===== src/core/kms_pkg.sv =====
package kms_pkg;

    localparam int ROWS = 18;
    localparam int COLS = 8;
    localparam int ADDR_W = 8;
    localparam int DATA_W = 32;

    localparam logic [ADDR_W-1:0] OFF_ROW_SELECT = 8'h04;
    localparam logic [ADDR_W-1:0] OFF_COL_LEVELS = 8'h08;
    localparam logic [ADDR_W-1:0] OFF_EDGE_FLAGS = 8'h0c;
    localparam logic [ADDR_W-1:0] OFF_IRQ_MASK = 8'h10;
    localparam logic [ADDR_W-1:0] OFF_EXT_CTRL = 8'h14;

    localparam int SEL_POLARITY_BIT = 7;
    localparam int SEL_DISABLE_BIT = 6;
    localparam int SEL_ALL_BIT = 5;
    localparam int SEL_ROW_LSB = 0;
    localparam int SEL_ROW_W = 5;
    localparam int SEL_W = 8;
    localparam logic [SEL_W-1:0] SEL_RESET = 8'h40;
    localparam logic [COLS-1:0] FLAGS_RESET = 8'h00;
    localparam logic [COLS-1:0] MASK_RESET = 8'h00;
    localparam int EXT_PREDRIVE_BIT = 0;
    localparam logic EXT_PREDRIVE_RESET = 1'b0;
    localparam logic [DATA_W-1:0] READ_ZERO = 32'h0000_0000;

    localparam int CLK_HZ = 100_000_000;
    localparam int PREDRIVE_REF_HZ = 48_000_000;
    localparam int PREDRIVE_REF_CYCLES = 2;
    // A least time, so the cycle count rounds up.
    localparam int PREDRIVE_CLKS =
        (PREDRIVE_REF_CYCLES * CLK_HZ + PREDRIVE_REF_HZ - 1) / PREDRIVE_REF_HZ;
    localparam int PD_CNT_W = 3;
    localparam logic [PD_CNT_W-1:0] PD_CNT_LAST = PD_CNT_W'(PREDRIVE_CLKS - 1);

    typedef enum logic [1:0] {
        PD_LOW = 2'b00,
        PD_BOOST = 2'b01,
        PD_FLOAT = 2'b11,
        PD_HIGH = 2'b10
    } kms_pd_state_type;

endpackage


===== src/core/kms_scan_port.sv =====
// The implementer's own choice: the plain strobed port.
module kms_scan_port (
    input wire logic clk,
    input wire logic rst,
    input wire logic [kms_pkg::ADDR_W-1:0] reg_addr,
    input wire logic [kms_pkg::DATA_W-1:0] reg_wdata,
    input wire logic reg_wr,
    input wire logic reg_rd,
    output logic [kms_pkg::DATA_W-1:0] reg_rdata,
    input wire logic [kms_pkg::COLS-1:0] column_sense_line,
    output logic [kms_pkg::ROWS-1:0] row_drive_line_out,
    output logic [kms_pkg::ROWS-1:0] row_drive_line_oe,
    input wire logic bus_clk_stopped,
    output logic scan_runtime_irq,
    output logic scan_wake_irq,
    output logic clk_request
);
    import kms_pkg::*;

    logic [SEL_W-1:0] select_ff;
    logic predrive_ff;
    logic [COLS-1:0] col_meta_ff;
    logic [COLS-1:0] col_sync_ff;
    logic [COLS-1:0] col_prev_ff;
    logic [COLS-1:0] edge_flags_ff;
    logic [COLS-1:0] nxt_edge_flags;
    logic [COLS-1:0] irq_mask_ff;
    logic stop_meta_ff;
    logic stop_sync_ff;
    logic runtime_ff;
    logic lockout_ff;
    logic wake_ff;
    logic clk_req_ff;
    logic [DATA_W-1:0] rdata_ff;
    logic [DATA_W-1:0] nxt_rdata;
    logic [SEL_ROW_W-1:0] row_prev_ff;

    logic scan_on;
    logic polarity;
    logic drive_all;
    logic [SEL_ROW_W-1:0] row_sel;
    logic [COLS-1:0] col_fall;
    logic [COLS-1:0] col_clear;
    logic [COLS-1:0] col_irq;
    logic any_col_irq;
    logic cols_all_high;
    logic row_changed;
    logic wr_select;
    logic wr_flags;
    logic wr_mask;
    logic wr_ext;
    logic [ROWS-1:0] row_want;

    assign scan_on = ~select_ff[SEL_DISABLE_BIT];
    assign polarity = select_ff[SEL_POLARITY_BIT];
    assign drive_all = select_ff[SEL_ALL_BIT];
    assign row_sel = select_ff[SEL_ROW_LSB +: SEL_ROW_W];

    assign wr_select = reg_wr && (reg_addr == OFF_ROW_SELECT);
    assign wr_flags = reg_wr && (reg_addr == OFF_EDGE_FLAGS);
    assign wr_mask = reg_wr && (reg_addr == OFF_IRQ_MASK);
    assign wr_ext = reg_wr && (reg_addr == OFF_EXT_CTRL);

    // Register writes.

    always_ff @(posedge clk) begin
        if (rst) begin
            select_ff <= SEL_RESET;
        end else if (wr_select) begin
            select_ff <= reg_wdata[SEL_W-1:0];
        end
    end

    always_ff @(posedge clk) begin
        if (rst) begin
            irq_mask_ff <= MASK_RESET;
        end else if (wr_mask) begin
            irq_mask_ff <= reg_wdata[COLS-1:0];
        end
    end

    // Software must disable scanning before changing this bit, so the pad
    // type and the drive mode never disagree while rows are driven.
    always_ff @(posedge clk) begin
        if (rst) begin
            predrive_ff <= EXT_PREDRIVE_RESET;
        end else if (wr_ext) begin
            predrive_ff <= reg_wdata[EXT_PREDRIVE_BIT];
        end
    end

    // Row decode.

    // Out-of-range selects and drive-all fall through to the idle level.
    generate
        for (genvar i = 0; i < ROWS; i++) begin : g_row
            always_comb begin
                if (!drive_all && row_sel == SEL_ROW_W'(i)) begin
                    row_want[i] = polarity;
                end else begin
                    row_want[i] = ~polarity;
                end
            end

            kms_predrive u_pd (
                .clk(clk),
                .rst(rst),
                .scan_on(scan_on),
                .predrive_en(predrive_ff),
                .level_want(row_want[i]),
                .line_out(row_drive_line_out[i]),
                .line_oe(row_drive_line_oe[i])
            );
        end
    endgenerate

    // Column inputs.

    // The pins are asynchronous to clk; only the second stage feeds logic.
    always_ff @(posedge clk) begin
        if (rst) begin
            col_meta_ff <= '0;
            col_sync_ff <= '0;
        end else begin
            col_meta_ff <= column_sense_line;
            col_sync_ff <= col_meta_ff;
        end
    end

    // The history stage resets to zero so that a high column at reset
    // release is not mistaken for a falling edge.
    always_ff @(posedge clk) begin
        if (rst) begin
            col_prev_ff <= '0;
        end else begin
            col_prev_ff <= col_sync_ff;
        end
    end

    assign col_fall = col_prev_ff & ~col_sync_ff;
    assign col_clear = wr_flags ? reg_wdata[COLS-1:0] : '0;
    assign cols_all_high = &col_sync_ff;

    // Edge flags.

    always_comb begin
        nxt_edge_flags = (edge_flags_ff & ~col_clear) | col_fall;
    end

    always_ff @(posedge clk) begin
        if (rst) begin
            edge_flags_ff <= FLAGS_RESET;
        end else begin
            edge_flags_ff <= nxt_edge_flags;
        end
    end

    assign col_irq = edge_flags_ff & irq_mask_ff;
    assign any_col_irq = |col_irq;

    // Runtime interrupt.

    always_ff @(posedge clk) begin
        if (rst) begin
            row_prev_ff <= '0;
        end else begin
            row_prev_ff <= row_sel;
        end
    end

    assign row_changed = (row_prev_ff != row_sel);

    // Once the interrupt has fired, a lockout holds it off until the matrix
    // settles or the scan moves to another row; this keeps one held key from
    // producing a storm of interrupts while firmware works through the rows.
    always_ff @(posedge clk) begin
        if (rst) begin
            lockout_ff <= 1'b0;
        end else if (cols_all_high || row_changed) begin
            lockout_ff <= 1'b0;
        end else if (runtime_ff) begin
            lockout_ff <= 1'b1;
        end
    end

    always_ff @(posedge clk) begin
        if (rst) begin
            runtime_ff <= 1'b0;
        end else begin
            runtime_ff <= any_col_irq && (runtime_ff || !lockout_ff);
        end
    end

    // Wake interrupt.

    always_ff @(posedge clk) begin
        if (rst) begin
            stop_meta_ff <= 1'b0;
            stop_sync_ff <= 1'b0;
        end else begin
            stop_meta_ff <= bus_clk_stopped;
            stop_sync_ff <= stop_meta_ff;
        end
    end

    // While the bus clock is stopped the wake line latches and holds until
    // the restart; with the clock running it simply follows the column OR.
    always_ff @(posedge clk) begin
        if (rst) begin
            wake_ff <= 1'b0;
        end else if (stop_sync_ff) begin
            wake_ff <= wake_ff || any_col_irq;
        end else begin
            wake_ff <= any_col_irq;
        end
    end

    always_ff @(posedge clk) begin
        if (rst) begin
            clk_req_ff <= 1'b0;
        end else if (stop_sync_ff) begin
            clk_req_ff <= clk_req_ff || any_col_irq;
        end else begin
            clk_req_ff <= 1'b0;
        end
    end

    // Read path.

    always_comb begin
        nxt_rdata = READ_ZERO;
        if (reg_rd) begin
            unique case (reg_addr)
                OFF_ROW_SELECT: nxt_rdata[SEL_W-1:0] = select_ff;
                OFF_COL_LEVELS: nxt_rdata[COLS-1:0] = col_sync_ff;
                OFF_EDGE_FLAGS: nxt_rdata[COLS-1:0] = edge_flags_ff;
                OFF_IRQ_MASK: nxt_rdata[COLS-1:0] = irq_mask_ff;
                OFF_EXT_CTRL: nxt_rdata[EXT_PREDRIVE_BIT] = predrive_ff;
                default: nxt_rdata = READ_ZERO;
            endcase
        end
    end

    // Read data stand for exactly one cycle and are zero otherwise.
    always_ff @(posedge clk) begin
        if (rst) begin
            rdata_ff <= READ_ZERO;
        end else begin
            rdata_ff <= nxt_rdata;
        end
    end

    assign reg_rdata = rdata_ff;
    assign scan_runtime_irq = runtime_ff;
    assign scan_wake_irq = wake_ff;
    assign clk_request = clk_req_ff;

endmodule


===== src/core/kms_predrive.sv =====
module kms_predrive (
    input wire logic clk,
    input wire logic rst,
    input wire logic scan_on,
    input wire logic predrive_en,
    input wire logic level_want,
    output logic line_out,
    output logic line_oe
);
    import kms_pkg::*;

    kms_pd_state_type state_ff;
    kms_pd_state_type nxt_state;
    logic [PD_CNT_W-1:0] cnt_ff;
    logic out_ff;
    logic oe_ff;

    always_comb begin
        nxt_state = state_ff;
        if (!scan_on || !level_want) begin
            nxt_state = PD_LOW;
        end else if (!predrive_en) begin
            nxt_state = PD_HIGH;
        end else begin
            unique case (state_ff)
                PD_LOW, PD_HIGH: nxt_state = PD_BOOST;
                PD_BOOST: nxt_state = (cnt_ff == PD_CNT_LAST) ? PD_FLOAT : PD_BOOST;
                PD_FLOAT: nxt_state = PD_FLOAT;
            endcase
        end
    end

    always_ff @(posedge clk) begin
        if (rst) begin
            state_ff <= PD_LOW;
        end else begin
            state_ff <= nxt_state;
        end
    end

    always_ff @(posedge clk) begin
        if (rst || nxt_state != PD_BOOST || state_ff != PD_BOOST) begin
            cnt_ff <= '0;
        end else begin
            cnt_ff <= cnt_ff + 1'b1;
        end
    end

    // The pin follows the next state so a line changes one cycle after its want.
    always_ff @(posedge clk) begin
        if (rst) begin
            out_ff <= 1'b0;
            oe_ff <= 1'b0;
        end else if (!scan_on) begin
            out_ff <= 1'b0;
            oe_ff <= 1'b0;
        end else begin
            out_ff <= level_want;
            oe_ff <= (nxt_state != PD_FLOAT);
        end
    end

    assign line_out = out_ff;
    assign line_oe = oe_ff;

endmodule


===== config.mk =====
export PLATFORM = sky130hd
export DESIGN_NAME = kms_scan_port
export DESIGN_NICKNAME = d
export VERILOG_FILES = /design/src/core/kms_pkg.sv /design/src/core/kms_scan_port.sv /design/src/core/kms_predrive.sv
export SDC_FILE = /design/constraint.sdc
export NUM_CORES = 1
export LEC_CHECK = 0
export BUFFER_PORTS_ARGS = -buffer_cell sky130_fd_sc_hd__clkbuf_2
export CORE_ASPECT_RATIO = 1.5
export CORE_MARGIN = 2
export CORE_UTILIZATION = 25
export DETAILED_ROUTE_END_ITERATION = 16
export PLACE_DENSITY = 0.51
export SLEW_MARGIN = 10
export SYNTH_ARGS = -nofsm -noshare
export SYNTH_HDL_FRONTEND = slang
export SYNTH_HIERARCHICAL = 1
export SYNTH_SLANG_ARGS = --single-unit

===== constraint.sdc =====
create_clock -name clk -period 3.3 [get_ports clk]
set_input_delay 0.33 -clock clk [delete_from_list [all_inputs] [get_ports clk]]
set_output_delay 0.33 -clock clk [all_outputs]
set_load 0.005 [all_outputs]

; ---- Word level (Yosys, flattened, before mapping)
; Cells that the tools add are included.
[classes]
add_sub_neg = 18
eq_ne = 149
n_mux = 94
bitwise = 9
n_reduce_logical = 144
[op_table]
columns = operator, count
row1 = $mux W2, 54
row2 = $pmux W2 S3, 18
row3 = $eq A2 B2 Y1 const B, 36
row4 = $ne A2 B1 Y1 const B, 36
row5 = $logic_or A1 B1 Y1, 58
row6 = $add A3 B1 Y3 const B, 18
row7 = $eq A3 B3 Y1 const B, 18
row8 = $reduce_or A2 Y1, 22
row9 = $eq A5 B4 Y1 const B, 8
row10 = $eq A2 B1 Y1 const B, 18
row11 = $logic_not A2 Y1, 18
row12 = $ne A2 B2 Y1 const B, 18
row13 = $pmux W7 S4, 1
row14 = $and A8 B8 Y8, 3
row15 = $logic_and A1 B1 Y1, 23
row16 = $eq A5 B3 Y1 const B, 4
row17 = $logic_not A1 Y1, 20
row18 = $mux W1, 19
row19 = $eq A8 B4 Y1 const B, 2
row20 = $eq A8 B5 Y1 const B, 2
row21 = $not A8 Y8, 2
row22 = $eq A5 B2 Y1 const B, 2
row23 = $eq A5 B5 Y1 const B, 2
row24 = $eq A8 B3 Y1 const B, 1
row25 = 9 further kinds, 11
[word_totals]
register_bits = 218
in_bits = 53
output_inout_bits = 71
word_cells = 502

; ---- Depth between registers and ports, before layout
[logic_depth]
ltp_word = 9
ltp_mapped = 7
depth_no_buf = 6

; ---- By module
; Netlist, hierarchy kept.
[by_module_without_submodules]
columns = module, n_inst, cells_per_inst, area_per_inst_um2, seq_area_each_um2
row1 = kms_predrive at g_row[10].u_pd ..., 17, 28, 291.5, 140.1
row2 = kms_scan_port, 1, 335, 3066.7, 1361.3
row3 = kms_predrive at g_row[0].u_pd, 1, 26, 279.0, 140.1

; ---- Worst setup path before layout
; No wires, ideal clock.
[synth_timing]
kind = reg-to-reg
startpoint = register predrive_ff
endpoint = register rdata_ff[0] (netlist: reg_rdata[0])
setup_time_ns = 0.061
arrival_ns = 2.334
required_time_ns = 3.239
slack_ns = 0.906
stages_incl_launch_ff = 5
n_path_buf = 0
synth_period_minus_slack_ns = 2.394
cell_sequence = dfxtp_1 mux2_2 a22oi_1 o22ai_1 and4_1
[synth_between]
elab_chain_len = 1
[synth_lines]
columns = element, line_no
row1 = from (decl), kms_scan_port.sv:21  ; logic predrive_ff;
row2 = from (signal assigned), kms_scan_port.sv:88  ; predrive_ff <= reg_wdata[EXT_PREDRIVE_BIT];
row3 = $pmux W1 S5, kms_scan_port.sv:233  ; unique case (reg_addr)
row4 = to (signal assigned), kms_scan_port.sv:249  ; rdata_ff <= nxt_rdata;
row5 = to (decl), kms_scan_port.sv:34  ; logic [DATA_W-1:0] rdata_ff;
; Every way passes these cells.
; A chain may end at the register's enable or synchronous reset.

; ---- Final worst setup path
[layout_timing]
startpoint = register select_ff[1]
endpoint = register g_row[6].u_pd.cnt_ff[0]
[layout_between]
elab_chain_len = 9
[layout_lines]
columns = element, line_no
row1 = from (decl), kms_scan_port.sv:20  ; logic [SEL_W-1:0] select_ff;
row2 = from (signal assigned), kms_scan_port.sv:70  ; select_ff <= reg_wdata[SEL_W-1:0];
row3 = $eq A5 B3 Y1, kms_scan_port.sv:98  ; if (!drive_all && row_sel == SEL_ROW_W'(i)) begin
row4 = $logic_and A1 B1 Y1, kms_scan_port.sv:98
row5 = $mux W1, kms_scan_port.sv:98
row6 = via row_want[6], kms_scan_port.sv:52  ; logic [ROWS-1:0] row_want;
row7 = $logic_not A1 Y1, kms_predrive.sv:20  ; if (!scan_on || !level_want) begin
row8 = $logic_or A1 B1 Y1, kms_predrive.sv:20
row9 = $mux W2, kms_predrive.sv:20
row10 = $ne A2 B1 Y1, kms_predrive.sv:42  ; if (rst || nxt_state != PD_BOOST || state_ff != PD_BOOST) begin
row11 = $logic_or A1 B1 Y1 (2 in series), kms_predrive.sv:42
row12 = to (signal assigned), kms_predrive.sv:45  ; cnt_ff <= cnt_ff + 1'b1;
row13 = to (decl), kms_predrive.sv:14  ; logic [PD_CNT_W-1:0] cnt_ff;
; The timed path passes the listed nets, and every way through them passes these cells.

==> results.md <==
* Status: complete, no violations
* CORE AREA at 0.0326 mm2
* Setup TNS at 0 ns
* Boundary Pins at 124
* Post-Synthesis Cells at 837
* GR Util All Layers at 0.102
* Post-synth EDFFs at 0
* Clock power share at 0.457
* Longest Clk Path Bufs at 2
* Worst Path Required at 3.65 ns
* Final Instance Area at 0.00969 mm2
* Worst VDD drop at 347 uV
* Htree depth at 4
* Post-synthesis mux area share at 0.0303
* Simple-gate portion of the synthesized area at 0.238
* Worst setup EP type: register
* Comb pwr share at 0.025
* Placed Area at 0.00909 mm2
* Clock-pin slew on the worst setup and hold paths at 0.07 ns
* Reg-to-Reg End: g_row[6].u_pd/cnt_ff[0]
* Final Hold Violating Endpoints at 0
* Hold depth at 2
* Synth Cell Area at 0.00830 mm2
* CTS Hold Bufs at 0
* Area grow syn2layout at 16.7%
* Pwr Density at 471 mW/mm2
* Via Count at 5731
* GR Overflow Total at 0
* Final Core Density at 0.297
* Hpwl dp at 12500 um
* Post-Syn Area per Cell at 9.92 um2
* N_diodes at 0
* Starting Density at 0.254
* Vias in the first global route at 5579
* Final #Nets at 1006
* CP arrival at 2.58 ns
* FF+latch count, synth at 194
* Root Driver: clkbuf_16
* Synth Area in Adders at 0.0543
* Final setup viols at 0
* Die Y at 227 um
* Post-route clock skew at 0.00742 ns
* Peak Freq at 447 MHz
* Critical path startpoint category: register
* Crit-path slowest cell: dfxtp_1
* Postcts setup bufs at 0
* Max Cap Viol at 0
* Min-Delay Endpoint: col_meta_ff[1]
* Clock sinks at 194
* Crit path largest cell delay at 0.63 ns
* CTS tree: done
* Fraction of layout cells with a size suffix above 1 at 0.185
* Leak Pwr at 3.79 nW
* Pin count of the biggest net entering global routing at 92
* DRC at 0
* Ys async rst share at 0
* FF-to-FF setup slack at 1.06 ns
* Sw power at 1.01 mW
* Fin crit share at 0.678
* Die ar. at 0.0347 mm2
* WL final at 17100 um
* Initial DRC count at 233
* Int Power at 3.55 mW
* Critical Path, Cell by Cell: nor4b_1 -> nand2_1 -> xor2_1 -> nand3b_4 -> nor4_1
* XOR/XNOR Fraction of Synth Area at 0.0433
* WL/cell at 12.7 um
* Register share of total power at 0.518
* Num rows at 81
* First-pass GRT wire length at 28100 um
* Clk_lat worst skew at 0.44 ns
* R2R depth at 5
* Number of buffers inserted by port buffering at 75
* RR Startpoint: select_ff[1]
* Final hold slack at 0.0924 ns
* Slew @ Worst Pin at 0.871 ns
* GP Congestion at 0.782
* Post-CTS resize count at 0
* Hold Path Class: primary input to register
* Distinct cell type count after synthesis at 46
* Class of the most critical setup path: register to register
* Final ANT Viol Nets at 0
* Hold_sp: column_sense_line[1]
* Relative slew slack at 0.419
* Pins Over Slew Limit at 0
* Pre-antenna DRT Iters at 4
* Synth warn at 6
* Initial antenna violation count at 0
* Sw Ratio at 0.222
* Largest family of logic cells by synthesized area: simple AND/OR/NAND/NOR gates
* Die Wd at 153 um
* Routed vias/inst at 4.26
* Unrepaired setup endpoints after global routing: no
* Sequential area share after synthesis at 0.468
* Top_reg_cell synth: dfxtp_1
* Min Tclk post-route at 2.24 ns
* Synth Area in Compound Gates at 0.0865
* Critical path fanouts, max at 13
* Cts bufs inserted at 17
synth_stat cells, types with 2 or more instances:
library cell / n / area (um2)
a21o_2: 17 / 149
a21oi_1: 11 / 55.1
a221oi_1: 17 / 149
a22oi_1: 12 / 90.1
a41oi_1: 18 / 158
and2_1: 11 / 68.8
and3_1: 2 / 12.5
and4_1: 2 / 17.5
buf_1: 3 / 11.3
buf_4: 24 / 180
clkbuf_1: 16 / 60.1
dfxtp_1: 194 / 3880
ha_1: 36 / 450
inv_1: 107 / 402
mux2i_1: 24 / 240
nand2_1: 58 / 218
nand2b_1: 27 / 169
nand3_1: 3 / 15.0
nand3b_4: 17 / 340
nand4_1: 7 / 43.8
nor2_1: 39 / 146
nor2b_1: 55 / 344
nor3_1: 4 / 20.0
nor4_1: 39 / 244
nor4_2: 18 / 225
nor4b_1: 2 / 17.5
o21ai_0: 2 / 10.0
o21ai_1: 8 / 40.0
o22ai_1: 8 / 50.1
xnor2_1: 23 / 201
xor2_1: 18 / 158
cells by family (layout without fill, tap and decap cells):
logic type      after synthesis  after routing
buf+inv                     151            221
mux                          25             25
other cells                   1             24
simple gates                294            294
xor+xnor                     41             41
flops                       194            194
compound gates               95             95
fa+ha+maj                    36             36
how the worst max path moves through the flow:
| stage | end | start | depth (start not counted) |
|---|---|---|---|
| final | g_row[6].u_pd/cnt_ff[0] | select_ff[1] | 5 |
| after global routing | g_row[8].u_pd/cnt_ff[0] | select_ff[0] | 5 |
| after CTS | g_row[6].u_pd/cnt_ff[0] | select_ff[1] | 5 |
| after detailed placement | g_row[6].u_pd/cnt_ff[0] | select_ff[1] | 5 |
| after global placement | g_row[6].u_pd/cnt_ff[2] | select_ff[1] | 5 |
| after floorplan | reg_rdata[0] | predrive_ff | 4 |
critical path: cells and delay by family, from the launching register on:
family	cells	cell delay, ns
DFF	1	0.63
and+or+nand+nor	4	1.20
xor gates and xnor gates	1	0.31
area by class of cell:
type                    count  area (um2)
clock buffers              18         439
multi-input cells         515        3850
clock inverters            14         154
inverters                 107         402
repair buffers             82         440
well taps                 415         519
fillers                  3451       22900
flip-flops and latches    194        3880
state kept, by name, summed over array words and instances, names as in the netlist, 5 cells and up:
name and flops:
reg_rdata 8, select_ff 8, g_row.u_pd/line_out 18, g_row.u_pd/line_oe 18
g_row.u_pd/cnt_ff 54, col_sync_ff 8, col_prev_ff 8, g_row.u_pd/state_ff 36
edge_flags_ff 8, col_meta_ff 8, irq_mask_ff 8, row_prev_ff 5
routing by layer:
layer,wire length [um],track usage,up-vias,share of wire
met5,0,0,-,0
met4,444,0.0478,0,0.026
met3,658,0.0301,29,0.038
met2,9030,0.190,87,0.53
met1,6960,0.106,2677,0.41
li1,-,-,2938,-
metrics by stage:
stage / cells / total power, mW / setup WS (ns)
floorplan: 860 / 2.50 / 0.906
global placement: 1313 / 2.53 / 1.11
detailed placement: 1313 / 2.53 / 1.06
CTS: 1345 / 4.66 / 1.05
global route: 1345 / 4.76 / 0.844
finish: 1345 / 4.57 / 1.06
cells in the final DEF, fill, tap and decap left out, types with 18 or more instances in the layout:
| master | n |
|---|---|
| mux2i_1 | 24 |
| nor2_1 | 39 |
| dfxtp_1 | 193 |
| nor4_2 | 18 |
| xor2_1 | 18 |
| nor2b_1 | 55 |
| conb_1 | 24 |
| nand2b_1 | 27 |
| inv_1 | 106 |
| nand2_1 | 58 |
| xnor2_1 | 23 |
| clkbuf_2 | 74 |
| ha_1 | 36 |
| a41oi_1 | 18 |
| nor4_1 | 39 |
power by group through the flow:
stage	combinational, mW	clock (mW)	sequential, mW
floorplan	0.0885	0	2.42
global placement	0.112	0	2.42
detailed placement	0.114	0	2.42
CTS	0.114	2.18	2.36
global route	0.124	2.27	2.37
finish	0.113	2.09	2.37
No activity file was read; power rests on OpenSTA's default activity.
